**config.mk**
```make
export PLATFORM = sky130hd
export DESIGN_NAME = icr_top
export DESIGN_NICKNAME = d
export VERILOG_FILES = /design/src/icr_pkg.sv /design/src/icr_top.sv
export SDC_FILE = /design/constraint.sdc
export NUM_CORES = 1
export LEC_CHECK = 0
export ABC_AREA = 1
export BUFFER_PORTS_ARGS = -buffer_cell sky130_fd_sc_hd__buf_2
export CORE_UTILIZATION = 40
export CTS_BUF_LIST = sky130_fd_sc_hd__clkbuf_4 sky130_fd_sc_hd__clkbuf_8
export CTS_CLUSTER_SIZE = 10
export DETAILED_ROUTE_END_ITERATION = 7
export PLACE_DENSITY = 0.63
export RECOVER_POWER = 100
export SETUP_SLACK_MARGIN = 0.02
export SKIP_LAST_GASP = 1
export SYNTH_ARGS = -nofsm -noshare
export SYNTH_HDL_FRONTEND = slang
export SYNTH_SLANG_ARGS = --single-unit
```
**constraint.sdc**
```tcl
create_clock -name sys_clk_i -period 6.9 [get_ports sys_clk_i]
set_clock_uncertainty 0.2 [all_clocks]
set_input_delay 0.69 -clock sys_clk_i [delete_from_list [all_inputs] [get_ports sys_clk_i]]
set_output_delay 0.69 -clock sys_clk_i [all_outputs]
set_load 0.01 [all_outputs]
```
**src/icr_pkg.sv**
```systemverilog
package icr_pkg;

  // ----------------------------------------------------------------
  // Locations on the parallel select
  // ----------------------------------------------------------------
  localparam logic [1:0] LOC_CTRL_LOW = 2'h2;
  localparam logic [2:0] LOC_INDEX = 3'h3;
  localparam logic [2:0] LOC_DATA = 3'h7;

  // ----------------------------------------------------------------
  // Hidden register indices behind the data location
  // ----------------------------------------------------------------
  localparam logic [2:0] HID_CLK_SEL = 3'h0;
  localparam logic [2:0] HID_CLK_GATE = 3'h1;
  localparam logic [2:0] HID_SER_A_IRQ = 3'h2;
  localparam logic [2:0] HID_SER_B_IRQ = 3'h3;
  localparam logic [2:0] HID_PAR_IRQ = 3'h4;
  localparam logic [2:0] HID_MODE = 3'h5;
  localparam logic [2:0] HID_VERSION = 3'h6;
  localparam logic [2:0] HID_PARK = 3'h7;
  localparam int HID_NUM = 6;

  // ----------------------------------------------------------------
  // Reset and fixed values
  // ----------------------------------------------------------------
  localparam logic [7:0] INDEX_RST = 8'h00;
  localparam logic [7:0] HID_RST = 8'h00;
  localparam logic [2:0] CTRL_ONES = 3'h7;
  localparam logic [7:0] PARK_READ = 8'hFF;
  // Version code is arbitrary.
  localparam logic [7:0] VERSION_CODE = 8'h5A;

  // ----------------------------------------------------------------
  // Pin vector layout
  // ----------------------------------------------------------------
  localparam int P_DATA = 0;
  localparam int P_ADDR = 8;
  localparam int P_RD = 11;
  localparam int P_WR = 12;
  localparam int P_CS_PAR = 13;
  localparam int P_CS_A = 14;
  localparam int P_CS_B = 15;
  localparam int P_ONLINE = 16;
  localparam int P_OCCUPIED = 17;
  localparam int P_EMPTY = 18;
  localparam int P_BIDEN = 19;
  localparam int PIN_W = 20;
  localparam logic [PIN_W-1:0] PIN_RST = 20'h0F800;

  // ----------------------------------------------------------------
  // Timing
  // ----------------------------------------------------------------
  localparam int SYS_CLK_KHZ = 125000;
  localparam int OSC_SETTLE_MS = 30;
  localparam int OSC_SETTLE_CYC = OSC_SETTLE_MS * SYS_CLK_KHZ;
  localparam int COP_8_KHZ = 8000;
  localparam int COP_9_6_KHZ = 9600;
  localparam int COP_12_KHZ = 12000;
  localparam int COP_16_KHZ = 16000;
  localparam logic [4:0] COP_P8 = 5'(SYS_CLK_KHZ / COP_8_KHZ);
  localparam logic [4:0] COP_P9 = 5'(SYS_CLK_KHZ / COP_9_6_KHZ);
  localparam logic [4:0] COP_P12 = 5'(SYS_CLK_KHZ / COP_12_KHZ);
  localparam logic [4:0] COP_P16 = 5'(SYS_CLK_KHZ / COP_16_KHZ);
  localparam logic [5:0] KB_HALF = 6'h20;
  localparam logic [5:0] BUS_HALF = 6'h04;

  // ----------------------------------------------------------------
  // Types
  // ----------------------------------------------------------------
  typedef enum logic [2:0] {
    COP_8_33, COP_9_6_33, COP_12_33, COP_12_50,
    COP_16_33, COP_16_50, COP_LOW, COP_HIGH
  } icr_cop_rate_t;

  typedef struct packed {
    logic flow_sense;
    logic parallel_interrupt_gate;
    logic printer_choose_out;
    logic printer_init_out;
    logic auto_line_feed_out;
    logic printer_data_strobe_out;
  } icr_ctrl_t;

  typedef struct packed {
    logic test;
    logic [1:0] serial_b_clock_choice;
    logic [1:0] serial_a_clock_choice;
    logic [2:0] config_index_field;
  } icr_index_t;

  typedef struct packed {
    logic serial_b_clock_gate;
    logic serial_a_clock_gate;
    logic [1:0] spare;
    logic bus_gate;
    logic keyboard_gate;
    logic oscillator_stop;
    logic spare0;
  } icr_gate_t;

  typedef struct packed {
    logic [3:0] spare;
    logic ports_sleep_ctl;
    logic extended_interrupt_style;
    logic extended_parallel_bus;
    logic serial_queue_permit;
  } icr_mode_t;

endpackage : icr_pkg

```
**src/icr_top.sv**
```systemverilog
// Notes on behaviour
// [RULE1] Control readback bits 4..0 return last written values; cleared by reset.
// [RULE2] Control readback bits 7..5 read as ones; flow sense bit never read back.
// [RULE3] Control bit 4 gates the parallel interrupt: 0 off, 1 on.
// [RULE4] Hidden registers: write index at location 3, then access location 7.
// [RULE5] Index register read/write at location 3 under parallel select; resets zero.
// [RULE6] Index test bit substitutes printer inputs for the three port interrupts.
// [RULE7] Index bits 6..5 choose serial B input clock among four sources.
// [RULE8] Index bits 4..3 choose serial A input clock, same encoding.
// [RULE9] Index field 2..0 routes location 7 among hidden registers; 7 parks.
// [RULE10] Software leaves the index field at the parking value when done.
// [RULE11] Clock select bits 2..0 set coprocessor clock rate, duty or fixed level.
// [RULE12] Software writes zero to reserved clock select bits 7..3.
// [RULE13] All three selects low enters sleep; any release leaves; registers kept.
// [RULE14] Sleep stops oscillator, clocks, buses and outputs; clocks held low.
// [RULE15] Gate bits 7 and 6 stop serial B and serial A clocks.
// [RULE16] Gate bit 3 holds bus clock low; bit 2 holds keyboard clock low.
// [RULE17] Gate bit 1 stops the oscillator and freezes the three clock outputs.
// [RULE18] Oscillator clock stays blocked until the 30 ms restart has elapsed.
// [RULE19] Mode bit 3 powers ports down, clears control, disables port pins.
// [RULE20] Software sets mode bit 3 before and while port supply is off.
// [RULE21] Mode bits 2, 1, 0 select interrupt style, extended bus, serial queues.
// [RULE22] Flow sense bit with the direction pin sets bus direction in extended mode.
// [RULE23] Parking index: location 7 writes ignored, reads return a fixed value.
module icr_top #(
  parameter int OSC_SETTLE = icr_pkg::OSC_SETTLE_CYC
) (
  // Clock and reset
  input wire logic sys_clk_i,
  input wire logic sys_rst_i,
  // Host bus pins
  input wire logic parallel_select_n_i,
  input wire logic serial_a_select_n_i,
  input wire logic serial_b_select_n_i,
  input wire logic rd_n_i,
  input wire logic wr_n_i,
  input wire logic [2:0] addr_i,
  input wire logic [7:0] data_i,
  output logic [7:0] data_o,
  output logic data_oe_o,
  // Printer pins
  input wire logic printer_online_in_i,
  input wire logic printer_occupied_in_i,
  input wire logic media_empty_in_i,
  input wire logic direction_pin_i,
  output icr_pkg::icr_ctrl_t printer_ctrl_o,
  output logic port_pins_en_o,
  output logic parallel_read_dir_o,
  // Interrupt multiplexer
  input wire logic serial_a_irq_i,
  input wire logic serial_b_irq_i,
  input wire logic parallel_irq_i,
  output logic mux_serial_a_irq_o,
  output logic mux_serial_b_irq_o,
  output logic mux_parallel_irq_o,
  output logic [7:0] serial_a_irq_route_o,
  output logic [7:0] serial_b_irq_route_o,
  output logic [7:0] parallel_irq_route_o,
  // Clocks
  output logic [1:0] serial_a_clock_choice_o,
  output logic [1:0] serial_b_clock_choice_o,
  output logic serial_a_clock_gate_o,
  output logic serial_b_clock_gate_o,
  output logic coprocessor_clock_out_o,
  output logic keyboard_clock_out_o,
  output logic bus_clock_out_o,
  output logic osc_run_o,
  output logic osc_ready_o,
  // Mode and sleep
  output icr_pkg::icr_mode_t mode_o,
  output logic sleep_o
);
  import icr_pkg::*;

  // ----------------------------------------------------------------
  // Pin synchronisers
  // ----------------------------------------------------------------
  logic [PIN_W-1:0] pins;
  logic [PIN_W-1:0] s1;
  logic [PIN_W-1:0] s2;
  logic [PIN_W-1:0] s3;
  logic [PIN_W-1:0] filt;
  logic [PIN_W-1:0] filt_q;

  assign pins = {direction_pin_i, media_empty_in_i, printer_occupied_in_i, printer_online_in_i,
                 serial_b_select_n_i, serial_a_select_n_i, parallel_select_n_i, wr_n_i, rd_n_i,
                 addr_i, data_i};

  for (genvar i = 0; i < PIN_W; i++) begin : g_sync
    always_ff @(posedge sys_clk_i or posedge sys_rst_i) begin
      if (sys_rst_i) begin
        s1[i] <= PIN_RST[i];
        s2[i] <= PIN_RST[i];
        s3[i] <= PIN_RST[i];
        filt[i] <= PIN_RST[i];
        filt_q[i] <= PIN_RST[i];
      end else begin
        s1[i] <= pins[i];
        s2[i] <= s1[i];
        s3[i] <= s2[i];
        if (s2[i] == s3[i]) begin
          filt[i] <= s3[i];
        end
        filt_q[i] <= filt[i];
      end
    end
  end

  // ----------------------------------------------------------------
  // Access decode
  // ----------------------------------------------------------------
  icr_index_t index;
  icr_ctrl_t ctrl;
  logic [7:0] hid [HID_NUM];
  icr_gate_t gate;
  icr_mode_t mode;
  icr_cop_rate_t cop_rate;
  logic sleep;
  logic osc_ok;
  logic [2:0] addr_q;
  logic [7:0] data_q;
  logic wr_commit;
  logic rd_active;
  logic all_selected;

  assign addr_q = filt_q[P_ADDR+:3];
  assign data_q = filt_q[P_DATA+:8];
  assign gate = icr_gate_t'(hid[HID_CLK_GATE]);
  assign mode = icr_mode_t'(hid[HID_MODE]);
  assign cop_rate = icr_cop_rate_t'(hid[HID_CLK_SEL][2:0]);
  assign all_selected = !filt[P_CS_PAR] && !filt[P_CS_A] && !filt[P_CS_B];
  // Writes take effect when the write strobe is released.
  assign wr_commit = !filt_q[P_WR] && filt[P_WR] && !filt_q[P_CS_PAR] && !sleep;
  assign rd_active = !filt[P_RD] && !filt[P_CS_PAR] && !sleep;

  // ----------------------------------------------------------------
  // Sleep
  // ----------------------------------------------------------------
  always_ff @(posedge sys_clk_i or posedge sys_rst_i) begin
    if (sys_rst_i) begin
      sleep <= 1'b0;
    end else begin
      sleep <= all_selected; // [RULE13]
    end
  end

  // ----------------------------------------------------------------
  // Registers
  // ----------------------------------------------------------------
  always_ff @(posedge sys_clk_i or posedge sys_rst_i) begin
    if (sys_rst_i) begin
      index <= icr_index_t'(INDEX_RST);
    end else if (wr_commit && addr_q == LOC_INDEX) begin
      index <= icr_index_t'(data_q); // [RULE5]
    end
  end

  always_ff @(posedge sys_clk_i or posedge sys_rst_i) begin
    if (sys_rst_i) begin
      ctrl <= '0;
    end else if (mode.ports_sleep_ctl) begin
      ctrl <= '0; // [RULE19]
    end else if (wr_commit && addr_q[1:0] == LOC_CTRL_LOW) begin
      ctrl <= data_q[5:0]; // [RULE1]
    end
  end

  for (genvar r = 0; r < HID_NUM; r++) begin : g_hid
    always_ff @(posedge sys_clk_i or posedge sys_rst_i) begin
      if (sys_rst_i) begin
        hid[r] <= HID_RST;
      end else if (wr_commit && addr_q == LOC_DATA
                   && index.config_index_field == 3'(r)) begin
        hid[r] <= data_q; // [RULE4] [RULE9] [RULE23]
      end
    end
  end

  // ----------------------------------------------------------------
  // Read path
  // ----------------------------------------------------------------
  always_ff @(posedge sys_clk_i or posedge sys_rst_i) begin
    if (sys_rst_i) begin
      data_o <= '0;
      data_oe_o <= 1'b0;
    end else begin
      data_oe_o <= 1'b0;
      data_o <= '0;
      if (rd_active && addr_q == LOC_INDEX) begin
        data_oe_o <= 1'b1;
        data_o <= index; // [RULE5]
      end else if (rd_active && addr_q == LOC_DATA) begin
        data_oe_o <= 1'b1;
        unique case (index.config_index_field) // [RULE9]
          HID_VERSION: data_o <= VERSION_CODE;
          HID_PARK: data_o <= PARK_READ; // [RULE23]
          default: data_o <= hid[index.config_index_field];
        endcase
      end else if (rd_active && addr_q[1:0] == LOC_CTRL_LOW) begin
        data_oe_o <= 1'b1;
        data_o <= {CTRL_ONES, ctrl[4:0]}; // [RULE1] [RULE2]
      end
    end
  end

  // ----------------------------------------------------------------
  // Interrupt multiplexer feed
  // ----------------------------------------------------------------
  always_ff @(posedge sys_clk_i or posedge sys_rst_i) begin
    if (sys_rst_i) begin
      mux_serial_a_irq_o <= 1'b0;
      mux_serial_b_irq_o <= 1'b0;
      mux_parallel_irq_o <= 1'b0;
    end else if (index.test) begin
      mux_serial_b_irq_o <= filt[P_ONLINE]; // [RULE6]
      mux_serial_a_irq_o <= filt[P_OCCUPIED];
      mux_parallel_irq_o <= filt[P_EMPTY];
    end else begin
      mux_serial_b_irq_o <= serial_b_irq_i;
      mux_serial_a_irq_o <= serial_a_irq_i;
      mux_parallel_irq_o <= parallel_irq_i && ctrl.parallel_interrupt_gate; // [RULE3]
    end
  end

  assign serial_a_irq_route_o = hid[HID_SER_A_IRQ];
  assign serial_b_irq_route_o = hid[HID_SER_B_IRQ];
  assign parallel_irq_route_o = hid[HID_PAR_IRQ];
  assign mode_o = mode; // [RULE21]
  assign serial_a_clock_choice_o = index.serial_a_clock_choice; // [RULE8]
  assign serial_b_clock_choice_o = index.serial_b_clock_choice; // [RULE7]
  assign serial_a_clock_gate_o = gate.serial_a_clock_gate; // [RULE15]
  assign serial_b_clock_gate_o = gate.serial_b_clock_gate; // [RULE15]

  // ----------------------------------------------------------------
  // Port pins
  // ----------------------------------------------------------------
  always_ff @(posedge sys_clk_i or posedge sys_rst_i) begin
    if (sys_rst_i) begin
      printer_ctrl_o <= '0;
      port_pins_en_o <= 1'b0;
      parallel_read_dir_o <= 1'b0;
      sleep_o <= 1'b0;
    end else begin
      printer_ctrl_o <= ctrl;
      port_pins_en_o <= !mode.ports_sleep_ctl && !sleep; // [RULE19] [RULE14]
      sleep_o <= sleep;
      if (mode.extended_parallel_bus) begin
        parallel_read_dir_o <= filt[P_BIDEN] && ctrl.flow_sense; // [RULE22]
      end else begin
        parallel_read_dir_o <= filt[P_BIDEN];
      end
    end
  end

  // ----------------------------------------------------------------
  // Oscillator restart
  // ----------------------------------------------------------------
  logic [21:0] osc_cnt;
  logic osc_en;

  assign osc_en = !gate.oscillator_stop && !sleep;

  always_ff @(posedge sys_clk_i or posedge sys_rst_i) begin
    if (sys_rst_i) begin
      osc_cnt <= '0;
      osc_ok <= 1'b0;
      osc_run_o <= 1'b0;
    end else begin
      osc_run_o <= osc_en; // [RULE17] [RULE14]
      if (!osc_en) begin
        osc_cnt <= '0;
        osc_ok <= 1'b0;
      end else if (!osc_ok) begin
        osc_cnt <= osc_cnt + 22'h1;
        osc_ok <= osc_cnt == 22'(OSC_SETTLE - 1); // [RULE18]
      end
    end
  end

  assign osc_ready_o = osc_ok;

  // ----------------------------------------------------------------
  // Coprocessor clock
  // ----------------------------------------------------------------
  logic [4:0] cop_cnt;
  logic [4:0] cop_period;
  logic [4:0] cop_high;

  always_comb begin
    unique case (cop_rate) // [RULE11]
      COP_8_33: cop_period = COP_P8;
      COP_9_6_33: cop_period = COP_P9;
      COP_12_33, COP_12_50: cop_period = COP_P12;
      COP_16_33, COP_16_50, COP_LOW, COP_HIGH: cop_period = COP_P16;
    endcase
    if (cop_rate == COP_12_50 || cop_rate == COP_16_50) begin
      cop_high = cop_period >> 1;
    end else begin
      cop_high = 5'(cop_period / 5'h3);
    end
  end

  always_ff @(posedge sys_clk_i or posedge sys_rst_i) begin
    if (sys_rst_i) begin
      cop_cnt <= '0;
      coprocessor_clock_out_o <= 1'b0;
    end else if (sleep) begin
      cop_cnt <= '0;
      coprocessor_clock_out_o <= 1'b0; // [RULE14]
    end else if (osc_ok) begin
      cop_cnt <= (cop_cnt >= cop_period - 5'h1) ? 5'h0 : cop_cnt + 5'h1;
      if (cop_rate == COP_LOW) begin
        coprocessor_clock_out_o <= 1'b0; // [RULE11]
      end else if (cop_rate == COP_HIGH) begin
        coprocessor_clock_out_o <= 1'b1;
      end else begin
        coprocessor_clock_out_o <= cop_cnt < cop_high;
      end
    end
  end

  // ----------------------------------------------------------------
  // Keyboard and bus clocks
  // ----------------------------------------------------------------
  logic [5:0] kb_cnt;
  logic [5:0] bus_cnt;

  always_ff @(posedge sys_clk_i or posedge sys_rst_i) begin
    if (sys_rst_i) begin
      kb_cnt <= '0;
      keyboard_clock_out_o <= 1'b0;
    end else if (sleep || gate.keyboard_gate) begin
      kb_cnt <= '0;
      keyboard_clock_out_o <= 1'b0; // [RULE16] [RULE14]
    end else if (osc_ok) begin // [RULE17]
      kb_cnt <= (kb_cnt == KB_HALF - 6'h1) ? 6'h0 : kb_cnt + 6'h1;
      if (kb_cnt == KB_HALF - 6'h1) begin
        keyboard_clock_out_o <= !keyboard_clock_out_o;
      end
    end
  end

  always_ff @(posedge sys_clk_i or posedge sys_rst_i) begin
    if (sys_rst_i) begin
      bus_cnt <= '0;
      bus_clock_out_o <= 1'b0;
    end else if (sleep || gate.bus_gate) begin
      bus_cnt <= '0;
      bus_clock_out_o <= 1'b0; // [RULE16] [RULE14]
    end else if (osc_ok) begin // [RULE17]
      bus_cnt <= (bus_cnt == BUS_HALF - 6'h1) ? 6'h0 : bus_cnt + 6'h1;
      if (bus_cnt == BUS_HALF - 6'h1) begin
        bus_clock_out_o <= !bus_clock_out_o;
      end
    end
  end
endmodule : icr_top

```
==> flow_summary.ini <==
[outcome]
status = complete, but fails checks
violations = design-rule violations, max-capacitance violations, max-slew violations

[cells_and_area]
final_layout_size_suffix_gt1_share_pct = 11.1
layout.nets = 1039
diodes = 0
final_cell_mix = nand2_1 (234), dfrtp_1 (199), o21ai_0 (81)
final_common_cell = nand2_1
area_delta_synth_final_pct = 12.4
stdcell_count = 1311

[global_routing]
grt_util_met2_pct = 26.5
first_global_vias = 6288
grt_max_degree = 166
use_met1_pct = 24.4
use_met3_pct = 3.56
grt_pass1_wl_um = 32400
busiest_layer = met2
grt-ovfl-total = 0
antenna_found_initial = 0
grt_use_total_pct = 17.4

[yosys]
synth_compound_area_share_pct = 7.53
synth_seq_area_share_pct = 61.4
yosys_warnings = 0
syn_nets = 963
synth_xor_area_share_pct = 0.290
ys.flop_type = dfrtp_1
synth.area.mux_share_pct = 0.249
netlist_area_um2 = 9040
synth_edf_count = 0
postSynthCellCount = 927
syn_area_per_cell_um2 = 9.76
synth_top_family_by_area = simple AND/OR/NAND/NOR gates
synth-seq-cells = 221
postSynth.asyncResetShare_pct = 100
synth-simple-area-share_pct = 19.3
synth_cell_types = 41
synthAdderAreaFrac_pct = 3.73

[worst_setup_path]
r2r_slack_ns = 4.07
critical_path_class = in2async
crit_fanout = 165
critPathCaptureType = async pin
worstPathRequired_ns = 7.24
worst_ep_arrival_time_ns = 3.78
ff2ff_path_depth = 6
reg2reg_to = osc_cnt[8]
r2r-start = sleep
start_kind = input pin

[floorplan]
initial_core_util_pct = 41.1
io_pins = 89
dieArea_um2 = 23200
fp-row-count = 54
core_region_area_um2 = 22000
die_w_um = 152
die_h_um = 152

[clock_tree]
post_cts_buffers = 0
numCtsBuffers = 37
clk_pin_slew_worst_paths_ns = 0.05
clockRootBuffer = clkbuf_8
hold_buffers = 0
cts_tree = built
cts_sinks = 221
clock_latency_ns = 0.54
clk_path_buf_depth = 3
h-tree-depth = 2
post_cts_resized = 0

[power_and_ir_drop]
power_density_nw_per_um2 = 316
p_sw_share_pct = 28.8
power_switching_uw = 924
power_frac_comb_pct = 12.7
p_int_uw = 2280
clkPwrFrac_pct = 38.1
ir_worst_vdd_mv = 0.117
finalPower_uw = 3210
p_leak_uw = 0.00471
power.sequential.fraction_pct = 49.2

[worst_hold_path]
whs_path_depth = 1
min_from = wr_n_i
min_to = s1[12]
hold_class = in2reg

[routing]
first_pass_iters = 8
drcViolationCount = 11
vias_per_cell = 4.83
route.vias.total = 6326
drtIter0Drc = 386
wl_um = 19100
drt.antenna.violating_nets = 0
wl_per_cell_um = 14.6

[sta]
setup_tns_ns = 0
rsz0062_at_grt = no
relSlewSlack_pct = -98.9
tightest_slew_ns = 2.98
max_freq_ghz = 0.290
drv_slew = 57
min_period_ns = 3.45
hold_viol = 0
fin_crit_sh_pct = 49.9
finalSetupViolCount = 0

[placed_design]
post-place-cells = 1244
globalplace.congestion = 0.870
portBuffers = 88
dp.final_hpwl_um = 13000

[flow_run]
drv_cap = 1
worst max-delay path, stage by stage:
cell and delay, ns:
clkbuf_1 0.11, clkinvlp_4 0.07, clkbuf_1 2.09, buf_12 0.66
worst max path at each step:
stage / startpoint / endpoint
floorplan: sys_rst_i / addr_q[0]
global placement: sys_rst_i / parallel_irq_route_o[2]
detailed placement: sys_rst_i / parallel_irq_route_o[3]
CTS: osc_ready_o / osc_ready_o
global route: sys_rst_i / serial_b_irq_route_o[6]
finish: sys_rst_i / serial_b_irq_route_o[0]
registers in the layout, indices dropped and copies added (netlist names), 8 cells and up:
signal	count
s3	20
filt	20
data_q	8
mode_o	8
osc_cnt	22
s2	20
gate	8
data_o	8
parallel_irq_route_o	8
s1	20
serial_a_irq_route_o	8
serial_b_irq_route_o	8
synth_stat cells, types with 2 or more instances:
library cell | instances | area, um^2
a21oi_1 | 25 | 125
nor2_2 | 2 | 12.5
nor4_1 | 5 | 31.3
o21ai_0 | 52 | 260
a211oi_1 | 2 | 15.0
nor3_1 | 9 | 45.0
nor2_1 | 76 | 285
a21boi_0 | 2 | 15.0
maj3_1 | 20 | 200
clkinv_1 | 2 | 7.51
inv_1 | 75 | 282
xor2_1 | 3 | 26.3
buf_2 | 11 | 55.1
or2_1 | 2 | 12.5
nand2_2 | 2 | 12.5
ha_1 | 11 | 138
a22oi_1 | 2 | 15.0
nand4_1 | 22 | 138
mux2_2 | 2 | 22.5
nand3_1 | 43 | 215
o21ai_1 | 36 | 180
dfrtp_1 | 199 | 4980
inv_2 | 4 | 15.0
buf_4 | 37 | 278
nand3_2 | 5 | 50.1
o22ai_1 | 2 | 12.5
dfstp_2 | 22 | 578
nand2_1 | 232 | 871
and3_1 | 2 | 12.5
a22o_1 | 5 | 43.8
clkbuf_1 | 5 | 18.8
area by class of cell:
cell class / count / area [um^2]
fillers: 2156 / 11900
clock inverters: 7 / 58.8
repair buffers: 91 / 384
multi-input cells: 571 / 2760
well taps: 280 / 350
inverters: 81 / 308
flip-flops and latches: 221 / 5560
clock buffers: 60 / 751
power by group through the flow:
stage | clock network [uW] | registers, uW | logic (uW)
after floorplan | 0 | 1570 | 326
after global placement | 0 | 1600 | 430
after detailed placement | 0 | 1600 | 440
after CTS | 1260 | 1580 | 441
after global routing | 1320 | 1600 | 472
final | 1220 | 1580 | 409
layer usage:
layer	up-vias	routed length, um
met1	2976	9190
met2	162	8400
met5	-	0
met4	0	561
met3	41	976
li1	3147	-
cells by family after synthesis:
family,count (synthesis)
AND/OR/NAND/NOR,406
flip-flops,221
buffers and inverters,135
AO/OA/AOI/OAI,128
adder cells (fa/ha/maj),31
XOR/XNOR,3
multiplexers,2
other,1
metrics by stage:
stage / cell area, um^2 / util [%] / setup slack [ns] / hold slack [ns]
finish: 10200 / 46.2 / 3.45 / 0.0576
global route: 10200 / 46.2 / 2.84 / 0.0231
CTS: 10300 / 46.9 / 4.61 / 0.0245
detailed placement: 9510 / 43.2 / 4.39 / 0.135
global placement: 9510 / 43.2 / 4.40 / 0.135
floorplan: 9050 / - / 3.15 / 0.131
No activity file was read; power rests on OpenSTA's default activity.
